<file path="src/hdl/offset_chain_pkg.sv">
package offset_chain_pkg;
	// ****************************************
	// widths
	// ****************************************
	localparam int unsigned SAMPLE_W = 26;
	localparam int unsigned FRAC_W = 24;
	localparam int unsigned GAIN_W = 24;
	localparam int unsigned ACC_W = SAMPLE_W + FRAC_W;
	localparam int unsigned PDCM_SHORT_W = 10;
	localparam int unsigned PDCM_LONG_W = 14;
	localparam int unsigned RESULT_W = 16;
	localparam int unsigned SUBSTEPS = 16;

	// ****************************************
	// timing
	// ****************************************
	localparam int unsigned CLK_PERIOD_NS = 100;
	localparam int unsigned PHASE1_MS = 80;
	localparam int unsigned PHASE2_MS = 70;
	localparam int unsigned MON_DELAY_MS = 2100;
	localparam int unsigned RATE_INTERVAL_US = 1000;
	localparam int unsigned SUBSTEP_NS = 1000;
	localparam int unsigned PHASE1_CYC = PHASE1_MS * 1000000 / CLK_PERIOD_NS;
	localparam int unsigned PHASE2_CYC = PHASE2_MS * 1000000 / CLK_PERIOD_NS;
	localparam int unsigned MON_DELAY_CYC = MON_DELAY_MS * 1000000 / CLK_PERIOD_NS;
	localparam int unsigned RATE_INTERVAL_CYC = RATE_INTERVAL_US * 1000 / CLK_PERIOD_NS;
	localparam int unsigned SUBSTEP_CYC = SUBSTEP_NS / CLK_PERIOD_NS;

	// ****************************************
	// offset filter gains, 24 fraction bits
	// ****************************************
	localparam logic [GAIN_W-1:0] GAIN_10HZ = 24'h0415C1;
	localparam logic [GAIN_W-1:0] GAIN_1HZ = 24'h006954;
	localparam logic [GAIN_W-1:0] GAIN_0P1HZ = 24'h000A8A;

	// ****************************************
	// filter select field layout
	// ****************************************
	localparam int unsigned SEL_RATE_BIT = 2;
	localparam logic [1:0] SEL_CORNER_10HZ = 2'h0;
	localparam logic [1:0] SEL_CORNER_1HZ = 2'h1;

	// ****************************************
	// defaults
	// ****************************************
	localparam int unsigned RATE_STEP_DEF = 1;
	localparam int unsigned MON_CNT_W_DEF = 8;
	localparam int unsigned MON_THRESHOLD_DEF = 100;
	localparam logic [RESULT_W-1:0] RESULT_BIAS = 16'h8000;

	typedef enum logic [2:0] {
		PH_FAST = 3'b001,
		PH_SLOW = 3'b010,
		PH_DONE = 3'b100
	} startup_t;
endpackage : offset_chain_pkg

</file>
<file path="src/hdl/offset_chain.sv">
// How it works
// offset cancellation can be switched on or off and removes internal offset
// offset estimate is a first-order IIR low-pass with 10, 1.0, 0.1 Hz gains
// startup runs 80 ms at 10 Hz, then 70 ms at 1.0 Hz, no rate limit
// after startup the filter select field picks the offset filter corner
// the same field decides whether rate limiting applies after startup
// with rate limiting the output moves at most one step per interval
// self-test holds the offset output, also during startup
// startup phase timers keep running through self-test
// host should see startup done before it enables self-test; the bench first enables self-test during startup
// offset monitoring starts 2.1 s after reset regardless of select field
// filter output is compared against upper and lower offset limits
// monitor counter counts up outside limits, down inside them
// counter above threshold sets the offset fault in both status outputs
// monitor counter saturates at its maximum and never wraps
// output is linearly interpolated in sixteen sub-steps per sample
// each result is delayed one sample before interpolation
// a periodic data request returns an interpolated value, one sample late
// the 26-bit value is clipped into 10, 14 and 16-bit words
// short words feed periodic transfers, the 16-bit word the result registers
// all widths share one LSB, the wider words only add range
// enabled offset output is subtracted before interpolation and scaling
`timescale 1ns/1ps
`default_nettype none
module offset_chain #(
	parameter int unsigned PHASE1_CYCLES = offset_chain_pkg::PHASE1_CYC,
	parameter int unsigned PHASE2_CYCLES = offset_chain_pkg::PHASE2_CYC,
	parameter int unsigned MON_DELAY_CYCLES = offset_chain_pkg::MON_DELAY_CYC,
	parameter int unsigned RATE_STEP_INTERVAL = offset_chain_pkg::RATE_INTERVAL_CYC,
	parameter int unsigned RATE_STEP_SIZE = offset_chain_pkg::RATE_STEP_DEF,
	parameter int unsigned MON_CNT_W = offset_chain_pkg::MON_CNT_W_DEF,
	parameter int unsigned MONITOR_COUNT_THRESHOLD = offset_chain_pkg::MON_THRESHOLD_DEF
) (
	// clock and reset
	input wire logic clk_sys,
	input wire logic rst_n,
	// acceleration samples from the dsp chain
	input wire logic sampleValid,
	input wire logic signed [offset_chain_pkg::SAMPLE_W-1:0] accelSample,
	// configuration
	input wire logic offsetCancelEn,
	input wire logic [2:0] offsetFilterSelect,
	input wire logic selfTestActive,
	input wire logic signed [offset_chain_pkg::SAMPLE_W-1:0] offsetLimitHigh,
	input wire logic signed [offset_chain_pkg::SAMPLE_W-1:0] offsetLimitLow,
	// periodic data request
	input wire logic pdcmRequest,
	output logic pdcmValid,
	output logic [offset_chain_pkg::PDCM_SHORT_W-1:0] pdcmDataShort,
	output logic [offset_chain_pkg::PDCM_LONG_W-1:0] pdcmDataLong,
	// result registers
	output logic [7:0] accelResultHigh,
	output logic [7:0] accelResultLow,
	// status
	output logic offsetStartupDoneFlag,
	output logic accelStatusOffsetFault,
	output logic deviceStatusOffsetFault
);
	localparam int unsigned SW = offset_chain_pkg::SAMPLE_W;
	localparam int unsigned AW = offset_chain_pkg::ACC_W;
	localparam int unsigned FW = offset_chain_pkg::FRAC_W;
	localparam logic [MON_CNT_W-1:0] MONITOR_COUNT_MAX = '1;

	// ****************************************
	// saturation into a narrower signed word
	// ****************************************
	// symmetric range leaves the most negative code unused
	function automatic logic [15:0] clipTo(input logic signed [SW:0] v, input int unsigned w);
		logic signed [SW:0] lim;
		lim = (SW+1)'((64'sd1 <<< (w - 1)) - 64'sd1);
		if (v > lim) begin
			clipTo = 16'(lim);
		end else if (v < -lim) begin
			clipTo = 16'(-lim);
		end else begin
			clipTo = 16'(v);
		end
	endfunction : clipTo

	// ****************************************
	// startup phases
	// ****************************************
	offset_chain_pkg::startup_t phase_q;
	logic [31:0] phaseCnt_q;
	wire phaseEnd = (phase_q == offset_chain_pkg::PH_FAST) ? (phaseCnt_q == PHASE1_CYCLES - 1)
		: (phaseCnt_q == PHASE2_CYCLES - 1);

	// timer is blind to self-test
	always_ff @(posedge clk_sys or negedge rst_n) begin
		if (!rst_n) begin
			phase_q <= offset_chain_pkg::PH_FAST;
			phaseCnt_q <= 32'h0;
		end else if (phase_q != offset_chain_pkg::PH_DONE) begin
			phaseCnt_q <= phaseEnd ? 32'h0 : phaseCnt_q + 32'h1;
			if (phaseEnd) begin
				case (phase_q)
					offset_chain_pkg::PH_FAST: phase_q <= offset_chain_pkg::PH_SLOW;
					offset_chain_pkg::PH_SLOW: phase_q <= offset_chain_pkg::PH_DONE;
					default: phase_q <= offset_chain_pkg::PH_DONE;
				endcase
			end
		end
	end
	wire startupDone = (phase_q == offset_chain_pkg::PH_DONE);
	assign offsetStartupDoneFlag = startupDone;

	// ****************************************
	// offset low-pass filter
	// ****************************************
	wire [1:0] corner = offsetFilterSelect[1:0];
	wire [offset_chain_pkg::GAIN_W-1:0] gain =
		(phase_q == offset_chain_pkg::PH_FAST) ? offset_chain_pkg::GAIN_10HZ :
		(phase_q == offset_chain_pkg::PH_SLOW) ? offset_chain_pkg::GAIN_1HZ :
		(corner == offset_chain_pkg::SEL_CORNER_10HZ) ? offset_chain_pkg::GAIN_10HZ :
		(corner == offset_chain_pkg::SEL_CORNER_1HZ) ? offset_chain_pkg::GAIN_1HZ :
		offset_chain_pkg::GAIN_0P1HZ;
	wire rateActive = startupDone && offsetFilterSelect[offset_chain_pkg::SEL_RATE_BIT];
	wire filtUpdate = sampleValid && !selfTestActive;

	logic signed [AW-1:0] filtAcc_q;
	logic signed [SW-1:0] xPrev_q;
	wire signed [SW:0] xPair = {accelSample[SW-1], accelSample} + {xPrev_q[SW-1], xPrev_q};
	wire signed [SW-1:0] xAvg = xPair[SW:1];
	wire signed [AW:0] filtErr = {xAvg[SW-1], xAvg, {FW{1'b0}}} - {filtAcc_q[AW-1], filtAcc_q};
	wire signed [AW+offset_chain_pkg::GAIN_W+1:0] filtProd = filtErr * $signed({1'b0, gain});
	wire signed [AW-1:0] filtAcc_d = filtAcc_q + filtProd[AW+FW-1:FW];
	wire signed [SW-1:0] filtOut = filtAcc_q[AW-1:FW];
	wire signed [SW-1:0] filtOutNext = filtAcc_d[AW-1:FW];

	always_ff @(posedge clk_sys or negedge rst_n) begin
		if (!rst_n) begin
			filtAcc_q <= '0;
			xPrev_q <= '0;
		end else if (filtUpdate) begin
			filtAcc_q <= filtAcc_d;
			xPrev_q <= accelSample;
		end
	end

	// ****************************************
	// rate limiter and offset output
	// ****************************************
	// step toward the filter output, never past it
	logic [31:0] rateCnt_q;
	wire rateTick = (rateCnt_q == RATE_STEP_INTERVAL - 1);
	always_ff @(posedge clk_sys or negedge rst_n) begin
		if (!rst_n) begin
			rateCnt_q <= 32'h0;
		end else begin
			rateCnt_q <= rateTick ? 32'h0 : rateCnt_q + 32'h1;
		end
	end

	logic signed [SW-1:0] ocOut_q;
	wire signed [SW:0] ocDelta = {filtOut[SW-1], filtOut} - {ocOut_q[SW-1], ocOut_q};
	wire signed [SW:0] stepSize = (SW+1)'(RATE_STEP_SIZE);
	wire signed [SW-1:0] ocStepped = (ocDelta > stepSize) ? ocOut_q + SW'(RATE_STEP_SIZE)
		: (ocDelta < -stepSize) ? ocOut_q - SW'(RATE_STEP_SIZE) : filtOut;
	wire ocStep = rateActive && rateTick;
	wire ocTrack = !rateActive && filtUpdate;

	always_ff @(posedge clk_sys or negedge rst_n) begin
		if (!rst_n) begin
			ocOut_q <= '0;
		end else if (!selfTestActive) begin
			if (ocStep) begin
				ocOut_q <= ocStepped;
			end else if (ocTrack) begin
				ocOut_q <= filtOutNext;
			end
		end
	end

	// ****************************************
	// offset monitor
	// ****************************************
	logic [31:0] monDelay_q;
	logic monEnable_q;
	logic [MON_CNT_W-1:0] monCnt_q;
	logic fault_q;
	// counter floors at zero and rails at its top
	wire monOutside = (filtOut > offsetLimitHigh) || (filtOut < offsetLimitLow);
	wire monSample = monEnable_q && sampleValid;

	always_ff @(posedge clk_sys or negedge rst_n) begin
		if (!rst_n) begin
			monDelay_q <= 32'h0;
			monEnable_q <= 1'b0;
		end else if (!monEnable_q) begin
			monDelay_q <= monDelay_q + 32'h1;
			monEnable_q <= (monDelay_q == MON_DELAY_CYCLES - 1);
		end
	end

	always_ff @(posedge clk_sys or negedge rst_n) begin
		if (!rst_n) begin
			monCnt_q <= '0;
		end else if (monSample) begin
			if (monOutside && monCnt_q != MONITOR_COUNT_MAX) begin
				monCnt_q <= monCnt_q + 1'b1;
			end else if (!monOutside && monCnt_q != '0) begin
				monCnt_q <= monCnt_q - 1'b1;
			end
		end
	end

	always_ff @(posedge clk_sys or negedge rst_n) begin
		if (!rst_n) begin
			fault_q <= 1'b0;
		end else if (monCnt_q > MON_CNT_W'(MONITOR_COUNT_THRESHOLD)) begin
			fault_q <= 1'b1;
		end
	end
	assign accelStatusOffsetFault = fault_q;
	assign deviceStatusOffsetFault = fault_q;

	// ****************************************
	// offset removal and one-sample delay
	// ****************************************
	wire signed [SW:0] corrected = offsetCancelEn
		? {accelSample[SW-1], accelSample} - {ocOut_q[SW-1], ocOut_q}
		: {accelSample[SW-1], accelSample};
	logic signed [SW:0] curr_q;
	logic signed [SW:0] prev_q;
	always_ff @(posedge clk_sys or negedge rst_n) begin
		if (!rst_n) begin
			curr_q <= '0;
			prev_q <= '0;
		end else if (sampleValid) begin
			curr_q <= corrected;
			prev_q <= curr_q;
		end
	end

	// ****************************************
	// sixteen-step interpolation
	// ****************************************
	// sub-step stays at fifteen until the next sample
	logic [7:0] subDiv_q;
	logic [4:0] subStep_q;
	wire subTick = (subDiv_q == 8'(offset_chain_pkg::SUBSTEP_CYC - 1));
	always_ff @(posedge clk_sys or negedge rst_n) begin
		if (!rst_n) begin
			subDiv_q <= 8'h00;
			subStep_q <= 5'h00;
		end else if (sampleValid) begin
			subDiv_q <= 8'h00;
			subStep_q <= 5'h00;
		end else begin
			subDiv_q <= subTick ? 8'h00 : subDiv_q + 8'h01;
			if (subTick && subStep_q != 5'(offset_chain_pkg::SUBSTEPS - 1)) begin
				subStep_q <= subStep_q + 5'h01;
			end
		end
	end
	wire signed [SW+1:0] interpSpan = {curr_q[SW], curr_q} - {prev_q[SW], prev_q};
	wire signed [SW+7:0] interpProd = interpSpan * $signed({1'b0, subStep_q});
	wire signed [SW:0] interpVal = prev_q + (SW+1)'(interpProd >>> 4);

	// ****************************************
	// output scaling
	// ****************************************
	wire [15:0] clipShort = clipTo(interpVal, offset_chain_pkg::PDCM_SHORT_W);
	wire [15:0] clipLong = clipTo(interpVal, offset_chain_pkg::PDCM_LONG_W);
	wire [15:0] clipResult = clipTo(curr_q, offset_chain_pkg::RESULT_W) ^ offset_chain_pkg::RESULT_BIAS;

	always_ff @(posedge clk_sys or negedge rst_n) begin
		if (!rst_n) begin
			pdcmValid <= 1'b0;
			pdcmDataShort <= '0;
			pdcmDataLong <= '0;
		end else begin
			pdcmValid <= pdcmRequest;
			if (pdcmRequest) begin
				pdcmDataShort <= clipShort[offset_chain_pkg::PDCM_SHORT_W-1:0];
				pdcmDataLong <= clipLong[offset_chain_pkg::PDCM_LONG_W-1:0];
			end
		end
	end

	always_ff @(posedge clk_sys or negedge rst_n) begin
		if (!rst_n) begin
			accelResultHigh <= offset_chain_pkg::RESULT_BIAS[15:8];
			accelResultLow <= offset_chain_pkg::RESULT_BIAS[7:0];
		end else begin
			accelResultHigh <= clipResult[15:8];
			accelResultLow <= clipResult[7:0];
		end
	end
endmodule : offset_chain
`default_nettype wire

</file>
<file path="config.mk">
export PLATFORM = sky130hd
export DESIGN_NAME = offset_chain
export DESIGN_NICKNAME = d
export VERILOG_FILES = /design/src/hdl/offset_chain_pkg.sv /design/src/hdl/offset_chain.sv
export SDC_FILE = /design/constraint.sdc
export NUM_CORES = 2
export LEC_CHECK = 0
export BUFFER_PORTS_ARGS = -buffer_cell sky130_fd_sc_hd__clkbuf_2
export CORE_MARGIN = 2
export CORE_UTILIZATION = 44
export DETAILED_ROUTE_END_ITERATION = 8
export PLACE_DENSITY = 0.66
export SLEW_MARGIN = 10
export SYNTH_ARGS = -nofsm -noshare
export SYNTH_HDL_FRONTEND = slang
export SYNTH_SLANG_ARGS = --single-unit
</file>
<file path="constraint.sdc">
create_clock -name clk_sys -period 17.4 [get_ports clk_sys]
set_input_delay 0.87 -clock clk_sys [delete_from_list [all_inputs] [get_ports clk_sys]]
set_output_delay 0.87 -clock clk_sys [all_outputs]
set_load 0.01 [all_outputs]
</file>
* Word-level counts from Yosys, hierarchy flattened
Index checks and enable logic that the tools add are counted.
** Cells by class
- Add/subtract/negate cells :: 16
- Multipliers :: 2
- Magnitude comparators :: 11
- Eq/ne operators :: 12
- Muxes and demuxes :: 26
- Bitwise operators :: 2
- Reduce and logical (&&, ||, !) cells :: 20
** Operators with widths (number)
- two-way mux 26 bit :: 4
- adder 32 x 1 -> 32 bit, second input constant :: 3
- multiplier 51 x 20 -> 71 bit :: 1
- equality test 32 x 20 -> 1 bit, second input constant :: 2
- two-way mux 32 bit :: 2
- two-way mux 19 bit :: 3
- subtractor 26 x 26 -> 27 bit :: 2
- subtractor 50 x 50 -> 51 bit :: 1
- adder 50 bit :: 1
- equality test 32 x 14 -> 1 bit, second input constant :: 1
- equality test 32 x 25 -> 1 bit, second input constant :: 1
- two-way mux 16 bit :: 2
- two-way mux 8 bit :: 4
- multiplier 28 x 6 -> 31 bit :: 1
- two-way mux 14 bit :: 2
- subtractor 27 x 27 -> 28 bit :: 1
- adder 26 x 26 -> 27 bit :: 1
- adder 27 bit :: 1
- greater-than comparator 27 x 10 -> 1 bit, second input constant :: 1
- greater-than comparator 27 x 14 -> 1 bit, second input constant :: 1
- greater-than comparator 27 x 16 -> 1 bit, second input constant :: 1
- greater-than comparator 27 x 2 -> 1 bit, second input constant :: 1
- less-than comparator 27 x 1 -> 1 bit, second input constant :: 1
- less-than comparator 27 x 10 -> 1 bit, second input constant :: 1
- other kinds (32) :: 50
** Word-level totals
- Register bits :: 319
- Output and inout port bits :: 44
- Word-level logic and storage cells :: 108

* Depth between registers and ports, before layout
- Depth after elaboration :: 9
- Gate-level depth with buffers :: 61
- Mapped depth without buffers :: 61

* Worst setup path after synthesis
OpenSTA, ideal clock, no wires.
- Kind :: input port to flip-flop
- Start :: in accelSample[1] (netlist bit)
- End :: reg ocOut_q[24]
- Arrival :: 13.730 ns
- Path slack :: 3.542 ns
- Cell stages on the path :: 58
- Cells stage by stage :: ha_1 -> a31o_2 -> a21oi_1 -> o21bai_1 -> a21oi_1 -> o21bai_1 -> a21oi_1 -> a21oi_1 -> a21oi_1 -> o21ai_0 -> a21o_1 -> a21oi_1 -> xnor2_1 -> ha_1 -> and2_1 -> a221o_1 -> a2111oi_0 -> o21ai_1 -> [... 22 more ...] -> a21o_1 -> a21o_1 -> a21oi_1 -> o221ai_1 -> a21o_1 -> and2_1 -> o21a_1 -> nor2_1 -> ha_1 -> a21o_1 -> a21o_1 -> a21o_1 -> a21o_1 -> a221oi_1 -> o211a_1 -> mux2_2 -> nand2_1 -> nand3_1
** Between the ends
- Longest elaborated chain between the ends :: 6
** RTL lines
- start, declared :: RTL line offset_chain.sv:39 : input wire logic signed [offset_chain_pkg::SAMPLE_W-1:0] accelSample,
- adder 26 x 26 -> 27 bit :: RTL line offset_chain.sv:122 : wire signed [SW:0] xPair = {accelSample[SW-1], accelSample} + {xPrev_q[SW-1], xPrev_q};
- subtractor 50 x 50 -> 51 bit :: RTL line offset_chain.sv:124 : wire signed [AW:0] filtErr = {xAvg[SW-1], xAvg, {FW{1'b0}}} - {filtAcc_q[AW-1], filtAcc_q};
- multiplier 51 x 20 -> 71 bit :: RTL line offset_chain.sv:125 : wire signed [AW+offset_chain_pkg::GAIN_W+1:0] filtProd = filtErr * $signed({1'b0, gain});
- adder 50 bit :: RTL line offset_chain.sv:126 : wire signed [AW-1:0] filtAcc_d = filtAcc_q + filtProd[AW+FW-1:FW];
- two-way mux 26 bit :: RTL line offset_chain.sv:168 : end else if (ocTrack) begin
- two-way mux 26 bit :: RTL line offset_chain.sv:166 : if (ocStep) begin
- end signal, assigned :: RTL line offset_chain.sv:167 : ocOut_q <= ocStepped;
- end signal, assigned :: RTL line offset_chain.sv:169 : ocOut_q <= filtOutNext;
- end, declared :: RTL line offset_chain.sv:154 : logic signed [SW-1:0] ocOut_q;
Every way passes these cells. The select of a mux whose other input is x is not followed.
A chain may end at the register's enable or synchronous reset.

* Final worst setup path
Same ends and word-level chain as after synthesis.

==> results.tsv <==
stage	metric	value	unit
outcome	outcome	finished clean	
setup_path	flop2flop setup slack	2840	ps
placed_design	Final HPWL DP	126	mm
floorplanning	Cell Rows	129	
finish	non-filler cells in the finished layout	7749	
finish	area grow syn2layout	7.36	%
drt	DRC Markers	0	
sta	Final Hold Fails	0	
drt	DR pass1 iterations	6	
global_route	vias in the first global route	44200	
setup_path	critical path class	input port to flop	
clocking	clk root buf	clkbuf_16	
setup_path	WP data required	17880	ps
synthesis	Post-Syn Instances	5994	
finish	Core Util, Final	47.5	%
floorplanning	Initial Utilization	44.2	%
synthesis	Synth Flop Type	dfrtp_1	
job	total of max-cap violations	0	
sta	Clock Skews	38.6	ps
synthesis	unique cell type count in the Yosys netlist	101	
floorplanning	die area	0.127	sq mm
drt	final WL	151	mm
finish	layout cell share with drive strength beyond 1	6.27	%
finish	layout net count	7556	
synthesis	Mapped Nets	7474	
clocking	CTS Buf Count	39	
floorplanning	die height	356	um
setup_path	crit path DAT	15080	ps
clocking	post-cts resize count	0	
synthesis	largest family of logic cells by synthesized area	adder cells	
setup_path	Worst path most repeated cell	a21o_1	
setup_path	RR Startpoint	xPrev_q[0]$_DFFE_PN0P_	
drt	post-route ant nets	0	
sta	final setup vio count	0	
clocking	Post-CTS Hold Buffers	0	
synthesis	most frequent cells after synthesis	inv_1 (1057), fa_1 (788), ha_1 (605)	
setup_path	Critical Path Start	accelSample[1]	
synthesis	post-synth top area share	28.9	%
sta	RSZ-0062 raised after global routing	false	
setup_path	CP Max Fanout	8	
sta	setup TNS	0	ps
drt	initial drt markers	3081	
sta	max-slew violations	0	
clocking	CTS tree	built	
global_route	largest net degree at the start of global routing	108	
clocking	CTS HTree Levels	2	
worst_hold_path	min-delay worst type	input port to asynchronous set/reset pin	
setup_path	Critical Path Start Type	input port	
setup_path	worst flop-to-flop path endpoint	ocOut_q[24]$_DFFE_PN0P_	
sta	relative slew slack	20.2	%
placed_design	GPL Wtd Cong	0.922	
synthesis	Synth area leader	fa_1	
drt	WL/cell	19.5	um
setup_path	CP max-delay cell	a221oi_1	
sta	fmax	68.5	MHz
sta	fin crit period	14590	ps
synthesis	complex-gate fraction of the synthesized area	12.1	%
floorplanning	I/O Pins	131	
floorplanning	Die X	356	um
sta	Tightest Pin Transition	1180	ps
synthesis	fraction of registers with async set/reset	100	%
synthesis	Synth Warn #	0	
sta	fin crit share	83.9	%
clocking	Post-CTS Setup Inserts	0	
synthesis	Post-Synth Simple-Gate Area	14.0	%
synthesis	Syn Area/Cell	9.10	sq um
placed_design	port buffer count	130	
synthesis	Post-Synth XOR/XNOR Area	6.61	%
drt	vias per cell	5.51	
placed_design	Inst Count DP	7672	
global_route	Total Routing Usage GR	24.4	%
setup_path	Reg2Reg Depth	59	
setup_path	CP max stage delay	540	ps
clocking	clk_lat worst skew	610	ps
synthesis	synthesized flop and latch total	319	
synthesis	EDFF count, synth	0	
global_route	antenna violations before repair	18	
synthesis	Post-Syn Area	0.0546	sq mm
clocking	Num Clock Sinks	319	
setup_path	CP endpoint kind	flop	
floorplanning	core area	0.123	sq mm
clocking	Reg clk slew, reported paths	60	ps
finish	fill count	11800	
synthesis	register area share after synthesis	14.6	%
global_route	remaining global-route overflow	0	
synthesis	multiplexer share of the synthesized area	1.67	%
synthesis	Area contributors post-synth	fa_1 (29%), dfrtp_1 (15%), ha_1 (14%), inv_1 (7.3%), xnor2_1 (4.4%)	
drt	routed via count	42700	
synthesis	post-synthesis adder-cell area fraction	42.8	%
clocking	Max Root-Sink Buffers	3	
synthesis	most common cell in the netlist	inv_1	
global_route	first-pass GRT wire length	243	mm
==> critical path: cells and delay by family <==
| family | cells | cell delay, ps |
|---|---|---|
| adders and majority gates | 11 | 4610 |
| muxes | 1 | 330 |
| xor gates and xnor gates | 1 | 150 |
| buffers and inverters | 6 | 720 |
| AOI/OAI and AO/OA | 33 | 7370 |
| and+or+nand+nor | 7 | 1030 |
==> layout by cell type, fill, tap and decap left out, types with 30 or more instances in the layout <==
cell / Yosys / final
and3_1: 54 / 54
a211oi_1: 30 / 30
mux2_2: 54 / 54
o21ai_0: 190 / 188
buf_4: 3 / 44
xor2_1: 133 / 133
o21a_1: 41 / 40
nor2_1: 537 / 537
nor4_1: 36 / 36
and2_1: 81 / 81
nand2b_1: 53 / 52
nand2_1: 376 / 376
inv_1: 1057 / 1057
o21bai_1: 45 / 45
clkbuf_16: 0 / 39
a21oi_1: 279 / 278
fa_1: 788 / 788
clkbuf_2: 0 / 128
ha_1: 605 / 605
nand3_1: 112 / 112
nor2b_1: 63 / 63
nand4_1: 64 / 64
nor3_1: 75 / 75
or2_2: 44 / 44
xnor2_1: 273 / 273
dfrtp_1: 317 / 317
a21o_1: 136 / 136
==> metal layers <==
| metal | GRT usage, % | part of all wire [%] | up-vias |
|---|---|---|---|
| met5 | 0 | 0 | - |
| met4 | 8.73 | 4.1 | 0 |
| met3 | 3.75 | 6.6 | 304 |
| met2 | 39.6 | 47 | 1336 |
| met1 | 33.0 | 43 | 21200 |
| li1 | - | - | 19900 |
==> registers in the layout (all words and copies together), names as in the netlist, 26 cells and up <==
name / flops
filtAcc_q: 50
monDelay_q: 32
phaseCnt_q: 32
rateCnt_q: 32
curr_q: 27
prev_q: 27
ocOut_q: 26
xPrev_q: 26
==> logic make-up after synthesis <==
kind of cell / Yosys count
buf+inv: 1192
flops: 319
mux: 82
simple gates: 1594
xor+xnor: 408
compound gates: 1006
fa+ha+maj: 1393
==> area by class of cell <==
class	instances	area, sq um	share of cell area [%]
multi-input cells	4483	42100	71.9
flip-flops and latches	319	7990	13.6
inverters	1060	3980	6.79
well taps	1637	2050	3.50
clock buffers	46	1050	1.80
repair buffers	173	986	1.68
clock inverters	25	390	0.666
diodes	6	15.0	0.0256
==> worst max-delay path by stage <==
stage,endpoint,slack (ps),cells after the start
after floorplan,ocOut_q[24]$_DFFE_PN0P_,3540,58
after global placement,ocOut_q[24]$_DFFE_PN0P_,2470,59
after detailed placement,ocOut_q[24]$_DFFE_PN0P_,2230,59
after CTS,ocOut_q[24]$_DFFE_PN0P_,2840,59
after global routing,ocOut_q[23]$_DFFE_PN0P_,1840,60
final,ocOut_q[24]$_DFFE_PN0P_,2810,59
==> stage by stage <==
step                setup slack (ps)  instance area [sq um]  hold slack [ps]
finish                          2810                  58600              331
global route                    1840                  58600              387
CTS                             2840                  58600              362
detailed placement              2230                  57100              447
global placement                2470                  57100              445
floorplan                       3540                  54600              425
Power is left out: the tool's default activity adds up to more than one toggle a clock period on the data nets, which glitch-free logic cannot reach.
